## config.mk

```make
export PLATFORM = sky130hd
export DESIGN_NAME = rcdt_top
export DESIGN_NICKNAME = d
export VERILOG_FILES = /design/src/common/rcdt_pkg.sv /design/src/verilog/rcdt_top.sv
export SDC_FILE = /design/constraint.sdc
export NUM_CORES = 1
export LEC_CHECK = 0
export ABC_AREA = 1
export BUFFER_PORTS_ARGS = -buffer_cell sky130_fd_sc_hd__buf_2
export CORE_AREA = 8 8 108 159
export DETAILED_ROUTE_END_ITERATION = 6
export DIE_AREA = 0 0 116 167
export GPL_TIMING_DRIVEN = 0
export PLACE_DENSITY = 0.61
export SYNTH_ARGS = -nofsm -noshare
export SYNTH_HDL_FRONTEND = slang
export SYNTH_SLANG_ARGS = --single-unit
```

## constraint.sdc

```tcl
create_clock -name i_core_clk -period 1.8 [get_ports i_core_clk]
set_input_delay 0.18 -clock i_core_clk [delete_from_list [all_inputs] [get_ports i_core_clk]]
set_output_delay 0.18 -clock i_core_clk [all_outputs]
set_load 0.02 [all_outputs]
```

## src/common/rcdt_pkg.sv

```systemverilog
// Package of register map, reset values, field layouts and types for the timers.
package rcdt_pkg;

	// Register offsets in the device control memory window.
	localparam logic [7:0] ADDR_XFER_LIMIT   = 8'h52;
	localparam logic [7:0] ADDR_LOWER_LIMIT  = 8'h54;
	localparam logic [7:0] ADDR_UPPER_LIMIT  = 8'h56;
	// Offset of the aliased register in classic configuration space.
	localparam logic [7:0] ADDR_CFG_PFA_LIMIT = 8'hEA;

	// Field layouts.
	localparam int XFER_MSB  = 7;
	localparam int XFER_W    = 8;
	localparam int LIMIT_MSB = 11;
	localparam int LIMIT_W   = 12;
	localparam int REG_W     = 16;

	// Reset values.
	localparam logic [XFER_W-1:0]  RST_XFER_LIMIT  = 8'h08;
	localparam logic [LIMIT_W-1:0] RST_LOWER_LIMIT = 12'h07F;
	localparam logic [LIMIT_W-1:0] RST_UPPER_LIMIT = 12'h1C0;

	// Caching modes.
	typedef enum logic [1:0] {
		MODE_NONE  = 2'h0,
		MODE_LIGHT = 2'h1,
		MODE_FULL  = 2'h2,
		MODE_RSVD  = 2'h3
	} rcdt_mode_t;

	// Cache occupancy states, one-hot.
	typedef enum logic [1:0] {
		ST_EMPTY  = 2'h1,
		ST_CACHED = 2'h2
	} rcdt_state_t;

	// Events from the completion buffer and the PCI side, one-cycle pulses.
	typedef struct packed {
		logic cycle_start;
		logic read_hit;
		logic cache_load;
		logic data_returned;
	} rcdt_event_t;

	// Memory window register access request.
	typedef struct packed {
		logic              wr;
		logic              rd;
		logic [7:0]        addr;
		logic [REG_W-1:0]  wdata;
	} rcdt_mem_req_t;

endpackage : rcdt_pkg

```

## src/verilog/rcdt_top.sv

```systemverilog
// Read cache discard timers with memory window and configuration alias port.
`timescale 1ns/1ps
module rcdt_top #(
	parameter int IDLE_W  = 12,
	parameter int START_W = 8
) (
	input  wire logic                   i_core_clk,
	input  wire logic                   i_reset_n,
	input  wire logic                   i_pcie_perst_n,
	input  wire logic                   i_global_reset_input_n,
	input  wire logic                   i_por_n,
	input  wire rcdt_pkg::rcdt_mem_req_t i_mem,
	input  wire logic                   i_cfg_wr,
	input  wire logic                   i_cfg_rd,
	input  wire logic [7:0]             i_cfg_wdata,
	input  wire rcdt_pkg::rcdt_mode_t   i_mode,
	input  wire rcdt_pkg::rcdt_event_t  i_evt,
	output logic [15:0]                 o_mem_rdata,
	output logic                        o_mem_rvalid,
	output logic [15:0]                 o_cfg_rdata,
	output logic                        o_cfg_rvalid,
	output logic                        o_cached,
	output logic                        o_discard,
	output logic                        o_miss_check,
	output logic                        o_prefetch_en
);
	import rcdt_pkg::*;

	// Counters must hold every limit and fit the 16-bit increment helper.
	generate
		if (IDLE_W < LIMIT_W || START_W < XFER_W ||
			IDLE_W > 16 || START_W > 16) begin : g_bad_width
			$error("rcdt_top counter widths outside 12..16 or 8..16");
		end
	endgenerate

	// Saturating increment used by both counters.
	function automatic logic [15:0] sat_inc(input logic [15:0] v,
		input logic [15:0] top);
		sat_inc = (v >= top) ? top : v + 16'h0001;
	endfunction : sat_inc

	logic                 rst_any;
	logic [XFER_W-1:0]    xfer_limit;
	logic [LIMIT_W-1:0]   lower_limit;
	logic [LIMIT_W-1:0]   upper_limit;
	logic [IDLE_W-1:0]    idle_cnt;
	logic [START_W-1:0]   start_cnt;
	rcdt_state_t          state;
	rcdt_state_t          next_state;
	logic                 next_discard;
	logic                 restart;
	logic                 caching;
	logic                 idle_upper;
	logic                 idle_lower;
	logic                 starts_done;
	logic [15:0]          next_mem_rdata;
	logic                 wr_xfer;

	// Any reset source returns the limits to their defaults.
	assign rst_any = !i_reset_n || !i_pcie_perst_n ||
		!i_global_reset_input_n || !i_por_n;

	// Transfer limit: memory window write wins over a same-cycle alias write.
	assign wr_xfer = i_mem.wr && (i_mem.addr == ADDR_XFER_LIMIT);
	always_ff @(posedge i_core_clk) begin
		if (rst_any) begin
			xfer_limit <= RST_XFER_LIMIT;
		end else if (wr_xfer) begin
			xfer_limit <= i_mem.wdata[XFER_MSB:0];
		end else if (i_cfg_wr) begin
			xfer_limit <= i_cfg_wdata;
		end
	end

	// Lower and upper idle limits keep only their twelve field bits.
	always_ff @(posedge i_core_clk) begin
		if (rst_any) begin
			lower_limit <= RST_LOWER_LIMIT;
			upper_limit <= RST_UPPER_LIMIT;
		end else if (i_mem.wr) begin
			if (i_mem.addr == ADDR_LOWER_LIMIT) begin
				lower_limit <= i_mem.wdata[LIMIT_MSB:0];
			end
			if (i_mem.addr == ADDR_UPPER_LIMIT) begin
				upper_limit <= i_mem.wdata[LIMIT_MSB:0];
			end
		end
	end

	// Read mux: reserved bits zero, unmapped offsets read zero.
	always_comb begin
		next_mem_rdata = 16'h0000;
		case (i_mem.addr)
			ADDR_XFER_LIMIT: begin
				next_mem_rdata = {8'h00, xfer_limit};
			end
			ADDR_LOWER_LIMIT: begin
				next_mem_rdata = {4'h0, lower_limit};
			end
			ADDR_UPPER_LIMIT: begin
				next_mem_rdata = {4'h0, upper_limit};
			end
			default: begin
				next_mem_rdata = 16'h0000;
			end
		endcase
	end

	// Read data is registered and valid one cycle after the strobe.
	always_ff @(posedge i_core_clk) begin
		if (rst_any) begin
			o_mem_rdata  <= 16'h0000;
			o_mem_rvalid <= 1'b0;
			o_cfg_rdata  <= 16'h0000;
			o_cfg_rvalid <= 1'b0;
		end else begin
			o_mem_rvalid <= i_mem.rd;
			o_cfg_rvalid <= i_cfg_rd;
			if (i_mem.rd) begin
				o_mem_rdata <= next_mem_rdata;
			end
			if (i_cfg_rd) begin
				o_cfg_rdata <= {8'h00, xfer_limit};
			end
		end
	end

	// Condition decode for the discard decision.
	assign caching     = (i_mode == MODE_LIGHT) || (i_mode == MODE_FULL);
	assign idle_upper  = idle_cnt >= IDLE_W'(upper_limit);
	assign idle_lower  = idle_cnt >= IDLE_W'(lower_limit);
	assign starts_done = start_cnt >= START_W'(xfer_limit);
	assign restart     = i_evt.read_hit || i_evt.cache_load ||
		next_discard;

	// Discard decision and occupancy next state.
	always_comb begin
		next_discard = 1'b0;
		next_state   = state;
		case (state)
			ST_EMPTY: begin
				if (i_evt.cache_load) begin
					next_state = ST_CACHED;
				end
			end
			ST_CACHED: begin
				if (!caching) begin
					next_discard = i_evt.data_returned;
				end else if (!i_evt.read_hit) begin
					next_discard = idle_upper ||
						(idle_lower && starts_done);
				end
				if (next_discard && !i_evt.cache_load) begin
					next_state = ST_EMPTY;
				end
			end
			default: begin
				next_state = ST_EMPTY;
			end
		endcase
	end

	// Occupancy state and registered status outputs.
	always_ff @(posedge i_core_clk) begin
		if (rst_any) begin
			state         <= ST_EMPTY;
			o_cached      <= 1'b0;
			o_discard     <= 1'b0;
			o_miss_check  <= 1'b0;
			o_prefetch_en <= 1'b0;
		end else begin
			state         <= next_state;
			o_cached      <= next_state == ST_CACHED;
			o_discard     <= next_discard;
			o_miss_check  <= (state == ST_CACHED) && idle_lower;
			o_prefetch_en <= caching;
		end
	end

	// Idle clock counter; restarts on hit, load or discard.
	always_ff @(posedge i_core_clk) begin
		if (rst_any || restart) begin
			idle_cnt <= '0;
		end else if (state == ST_CACHED) begin
			idle_cnt <= IDLE_W'(sat_inc(16'(idle_cnt),
				16'((1 << IDLE_W) - 1)));
		end
	end

	// Cycle-start counter counts starts that brought no hit.
	always_ff @(posedge i_core_clk) begin
		if (rst_any || restart) begin
			start_cnt <= '0;
		end else if (state == ST_CACHED && i_evt.cycle_start) begin
			start_cnt <= START_W'(sat_inc(16'(start_cnt),
				16'((1 << START_W) - 1)));
		end
	end

	// Reset values are seen right after any reset source.
	AST_XFER_RESET: assert property (@(posedge i_core_clk)
		rst_any |=> xfer_limit == RST_XFER_LIMIT)
		else $error("transfer limit not eight after reset");
	AST_LOWER_RESET: assert property (@(posedge i_core_clk)
		!i_por_n |=> lower_limit == RST_LOWER_LIMIT)
		else $error("lower limit not 127 after reset");
	AST_UPPER_RESET: assert property (@(posedge i_core_clk)
		!i_global_reset_input_n |=> upper_limit == RST_UPPER_LIMIT)
		else $error("upper limit not 448 after reset");
	AST_ANY_RESET: assert property (@(posedge i_core_clk)
		!i_pcie_perst_n |=> (lower_limit == RST_LOWER_LIMIT &&
		upper_limit == RST_UPPER_LIMIT && xfer_limit == RST_XFER_LIMIT))
		else $error("fundamental reset missed a limit");

	// Reserved bits read as zero.
	AST_XFER_RSVD: assert property (@(posedge i_core_clk)
		disable iff (rst_any)
		(i_mem.rd && i_mem.addr == ADDR_XFER_LIMIT) |=>
		o_mem_rdata[15:8] == 8'h00)
		else $error("transfer limit upper byte not zero");
	AST_LIMIT_RSVD: assert property (@(posedge i_core_clk)
		disable iff (rst_any)
		(i_mem.rd && (i_mem.addr == ADDR_LOWER_LIMIT ||
		i_mem.addr == ADDR_UPPER_LIMIT)) |=> o_mem_rdata[15:12] == 4'h0)
		else $error("limit reserved nibble not zero");

	// Alias write is visible through the memory window.
	AST_ALIAS: assert property (@(posedge i_core_clk)
		disable iff (rst_any)
		(i_cfg_wr && !wr_xfer) |=> xfer_limit == $past(i_cfg_wdata))
		else $error("alias write not seen in memory window");
	AST_DECODE: assert property (@(posedge i_core_clk)
		disable iff (rst_any)
		(i_mem.wr && i_mem.addr == ADDR_UPPER_LIMIT) |=>
		upper_limit == $past(i_mem.wdata[LIMIT_MSB:0]))
		else $error("upper limit write not decoded");

	// Cached data survives while no limit is reached.
	AST_KEEP: assert property (@(posedge i_core_clk)
		disable iff (rst_any)
		(state == ST_CACHED && caching && !starts_done && !idle_upper)
		|=> !o_discard)
		else $error("cached data dropped before limits");
	AST_UPPER: assert property (@(posedge i_core_clk)
		disable iff (rst_any)
		(state == ST_CACHED && caching && idle_upper && !i_evt.read_hit)
		|=> o_discard ##1 !o_discard)
		else $error("upper idle limit did not discard");
	AST_LOWER: assert property (@(posedge i_core_clk)
		disable iff (rst_any)
		(state == ST_CACHED && caching && !idle_lower && !idle_upper)
		|=> !o_discard && !o_miss_check)
		else $error("miss check before lower limit");
	AST_NOCACHE: assert property (@(posedge i_core_clk)
		disable iff (rst_any)
		(state == ST_CACHED && i_mode == MODE_NONE &&
		i_evt.data_returned) |=> (o_discard && !o_prefetch_en))
		else $error("no-caching mode kept data");
	AST_RESTART: assert property (@(posedge i_core_clk)
		disable iff (rst_any)
		(i_evt.read_hit || i_evt.cache_load) |=>
		(idle_cnt == '0 && start_cnt == '0))
		else $error("counters did not restart");

	// Read strobes on both paths are answered one cycle later.
	AST_RVALID: assert property (@(posedge i_core_clk)
		disable iff (rst_any)
		i_mem.rd |=> o_mem_rvalid)
		else $error("memory read not answered");
	AST_LOWER_READ: assert property (@(posedge i_core_clk)
		disable iff (rst_any)
		(i_mem.rd && i_mem.addr == ADDR_LOWER_LIMIT) |=>
		o_mem_rdata[LIMIT_MSB:0] == $past(lower_limit))
		else $error("lower limit read wrong");
	AST_CFG_READ: assert property (@(posedge i_core_clk)
		disable iff (rst_any)
		i_cfg_rd |=> (o_cfg_rvalid &&
		o_cfg_rdata == {8'h00, $past(xfer_limit)}))
		else $error("alias read wrong");

	// Prefetch enable follows the caching mode.
	AST_PF_OFF: assert property (@(posedge i_core_clk)
		disable iff (rst_any)
		(i_mode == MODE_NONE || i_mode == MODE_RSVD) |=> !o_prefetch_en)
		else $error("prefetch on without caching");
	AST_PF_ON: assert property (@(posedge i_core_clk)
		disable iff (rst_any)
		(i_mode == MODE_LIGHT || i_mode == MODE_FULL) |=> o_prefetch_en)
		else $error("prefetch off while caching");

	// A discard empties the cache unless a fresh load arrives with it.
	AST_DISCARD_EMPTY: assert property (@(posedge i_core_clk)
		disable iff (rst_any)
		(next_discard && !i_evt.cache_load) |=> (o_discard && !o_cached))
		else $error("discard left data cached");
	AST_EMPTY_QUIET: assert property (@(posedge i_core_clk)
		disable iff (rst_any)
		(state == ST_EMPTY) |=> !o_discard)
		else $error("discard while nothing cached");

	// Miss check and cycle-start counting follow their conditions.
	AST_MISS_SET: assert property (@(posedge i_core_clk)
		disable iff (rst_any)
		(state == ST_CACHED && idle_lower) |=> o_miss_check)
		else $error("miss check not raised after lower limit");
	AST_START_HOLD: assert property (@(posedge i_core_clk)
		disable iff (rst_any)
		(!i_evt.cycle_start && !restart) |=> $stable(start_cnt))
		else $error("start counter moved without a cycle start");

endmodule : rcdt_top

```

==> flow_summary.yaml <==
worst_hold_path:
  hold_path.class: "in -> reg"
place:
  dp_hpwl_microns: 9760
  portBuffers: 67
  gp_congestion: 0.839
  post_dp_cell_area_sq_um: 4970
sta:
  fin_ws_ns: -0.123
  period_share_pct: 107
  clock_skew_ns: 0.00634
  min_period_ns: 1.92
  tightest_slew_ns: 0.731
  rsz0062_at_grt: "yes"
  hold_viol: 0
  max_freq_mhz: 520
  timing.final.max_slew_violations: 0
  finalSetupViolCount: 22
  max_slew_margin_pct: 50.8
global_route:
  grt_pass1_vias: 4124
  grt_pass1_wl_microns: 20200
  grt_max_degree: 15
  antenna_found_initial: 0
  grt_overflow_total: 0
  grtUsageTotal_pct: 13.4
floorplan:
  rows: 55
  die_area_sq_um: 19400
  start_util_pct: 29.2
  fp.coreArea_sq_um: 14900
  dieHeight_microns: 167
  die_width_microns: 116
  pin_count: 85
pwr:
  switchingPower_uw: 893
  vdd_drop_max_mv: 0.421
  combPwrFrac_pct: 5.1
  power_leakage_uw: 0.00264
  p_int_uw: 3250
  power_frac_clock_pct: 52.2
  netSwitchingFraction_pct: 21.6
  p_seq_share_pct: 42.7
  powerDensity_nw_per_um2: 718
clock_tree:
  cts_tree: "done"
  ctsRootBufferMaster: "clkbuf_16"
  cts_buffers: 9
  clk_latency_ns: 0.34
  clkSinkCount: 80
  clock_path_buffers: 2
  clkSlewWorstSetupHoldPaths_ns: 0.06
  htree_levels: 3
detailed_routing:
  wl_per_cell_microns: 13.9
  wl_met2_microns: 6580
  dr_wl_met3_microns: 640
  vias: 4155
  wl_microns: 12700
  drc: 0
  viasPerCell: 4.58
  drt_iter0_drc: 212
  top_layer: "met4"
  drt_pass1_iterations: 4
  met1_length_microns: 4700
  ant_nets: 0
final_layout:
  multi_input_area_sq_um: 2560
  stdcell_area_sq_um: 5760
  post-route-util_pct: 38.8
  syn_to_final_growth_pct: 32.6
  n_antenna_cell: 0
  layout-drive-gt1-share_pct: 30.9
  fillCellCount: 1566
  final_cell_mix: "110 x nand2_1, 71 x buf_2, 70 x inv_1, 62 x dfxtp_1, 50 x nor2_1"
  layout_commonest_cell: "nand2_1"
  seqCellArea_sq_um: 1640
  nets: 787
yosys:
  avgSynthCellArea_sq_um: 7.20
  synth_cells: 604
  async_flop_share_pct: 0
  yosysSeqAreaShare_pct: 36.8
  synth_area_sq_um: 4350
  ys_ff_latch: 80
  synthFlopType: "dfxtp_1"
  yosysWarnings: 0
  ys_types: 40
  synth_enable_flop_cells: 0
critical_path:
  cp.arrival_ns: 2.15
  cpPeakStageDelay_ns: 0.32
  worst-path-buf-inv: 2
  critPathLaunchType: "flop"
  crit_type: "reg -> reg"
  critPathSlowestCell: "dfxtp_2"
  worstPathCellList: "inv_2 -> ha_4 -> nand2_2 -> nor2_4 -> nand4_1 -> a21oi_2 -> nor2_4 -> nand2_2 -> nand2_2 -> nand2_4 -> nand2_4 -> nand2_8 -> buf_8 -> nor2_1"
  crit_family: "simple AND/OR/NAND/NOR gates"
  cp_max_fo: 5
  critPathCaptureType: "flop"
  required_ns: 2.03
  cp_common_cell: "nand2_2"
outcome:
  violations: "negative setup slack"
  status: "finished, violations left"
flow_run:
  maxCapViolCount: 0
==> what timing repair did <==
action | in CTS | in global routing
pin swaps | 28 | 15
gates cloned | 2 | 0
buffers inserted | 7 | 3
endpoints found under the setup margin | 23 | 24
gates resized for setup | 60 | 42
hold buffers | 0 | 0
==> sequential cells by signal, summed over array words and instances, names as in the netlist, 2 cells and up <==
| signal | cells |
|---|---|
| xfer_limit | 8 |
| start_cnt | 8 |
| upper_limit | 12 |
| o_mem_rdata | 12 |
| state | 2 |
| idle_cnt | 12 |
| o_cfg_rdata | 8 |
| lower_limit | 12 |
==> through the flow <==
step / setup slack (ns) / power [uW] / cells / hold WS (ns) / setup TNS (ns)
final: -0.123 / 4140 / 908 / 0.102 / -2.44
after floorplan: 0.103 / 1930 / 615 / 0.306 / 0
after global routing: -0.220 / 4300 / 908 / 0.0906 / -4.79
after CTS: -0.119 / 4180 / 906 / 0.0809 / -2.38
after global placement: -0.277 / 2020 / 881 / 0.433 / -5.53
after detailed placement: -0.286 / 2020 / 881 / 0.438 / -5.82
==> area by class of cell <==
cell class	count	area share (%)
inverter	92	6.04
clock inverter	6	2.00
clock buffer	10	4.15
tap	199	4.32
buffer	29	3.21
timing repair buffer	78	7.51
multi-input combinational	414	44.4
sequential	80	28.4
==> synthesized netlist by cell type (all sizes together), types with 3 or more instances <==
| cell type | n | area share (%) |
|---|---|---|
| inv | 91 | 7.9 |
| nand4 | 5 | 0.86 |
| a211oi | 9 | 1.6 |
| nor3b | 3 | 1.0 |
| a21oi | 48 | 5.5 |
| ha | 36 | 10 |
| or2 | 3 | 0.43 |
| nor2 | 70 | 6.4 |
| nand3 | 23 | 2.9 |
| clkbuf | 8 | 0.69 |
| a31oi | 6 | 0.86 |
| o21ai | 39 | 4.5 |
| nor3 | 3 | 0.35 |
| o22ai | 11 | 1.6 |
| dfxtp | 80 | 37 |
| xor2 | 6 | 1.2 |
| nand2 | 127 | 11 |
| buf | 21 | 3.2 |
==> worst reg2reg max path, stage by stage (launching register included) <==
cell and delay [ns]:
dfxtp_2 0.32, inv_2 0.06, ha_4 0.27, nand2_2 0.07, nor2_4 0.16, nand4_1 0.13
a21oi_2 0.19, nor2_4 0.05, nand2_2 0.07, nand2_2 0.06, nand2_4 0.07, nand2_4 0.07
nand2_8 0.09, buf_8 0.14, nor2_1 0.05
==> layer usage <==
layer / vias up / GRT usage [%]
li1: 2135 / -
met1: 1886 / 13.1
met2: 102 / 24.5
met3: 32 / 2.35
met4: 0 / 9.01
met5: - / 0
==> kinds of logic after synthesis <==
kind of cell,count (synthesis),synth area share (%)
buffers and inverters,121,11.9
and+or+nand+nor,237,23.7
DFF,80,36.8
AOI/OAI and AO/OA,121,15.5
adders and majority gates,36,10.4
xor gates and xnor gates,8,1.61
other,1,0.0863
==> final timing paths <==
check | start | end | slack, ns | cells past startpoint
max | upper_limit[11] | start_cnt[7] | -0.12 | 14
min | i_mem[1] | lower_limit[1] | 0.10 | 3
max reg2reg | upper_limit[11] | start_cnt[7] | -0.12 | 14
min reg2reg | o_mem_rdata[2] | o_mem_rdata[2] | 0.46 | 2
==> power groups by stage <==
| stage | clock network (uW) | logic, uW | registers, uW |
|---|---|---|---|
| floorplan | 0 | 111 | 1820 |
| global placement | 0 | 199 | 1820 |
| detailed placement | 0 | 201 | 1820 |
| CTS | 2200 | 205 | 1770 |
| global route | 2300 | 231 | 1770 |
| finish | 2160 | 211 | 1770 |
Power figures use the tool's default switching activity.
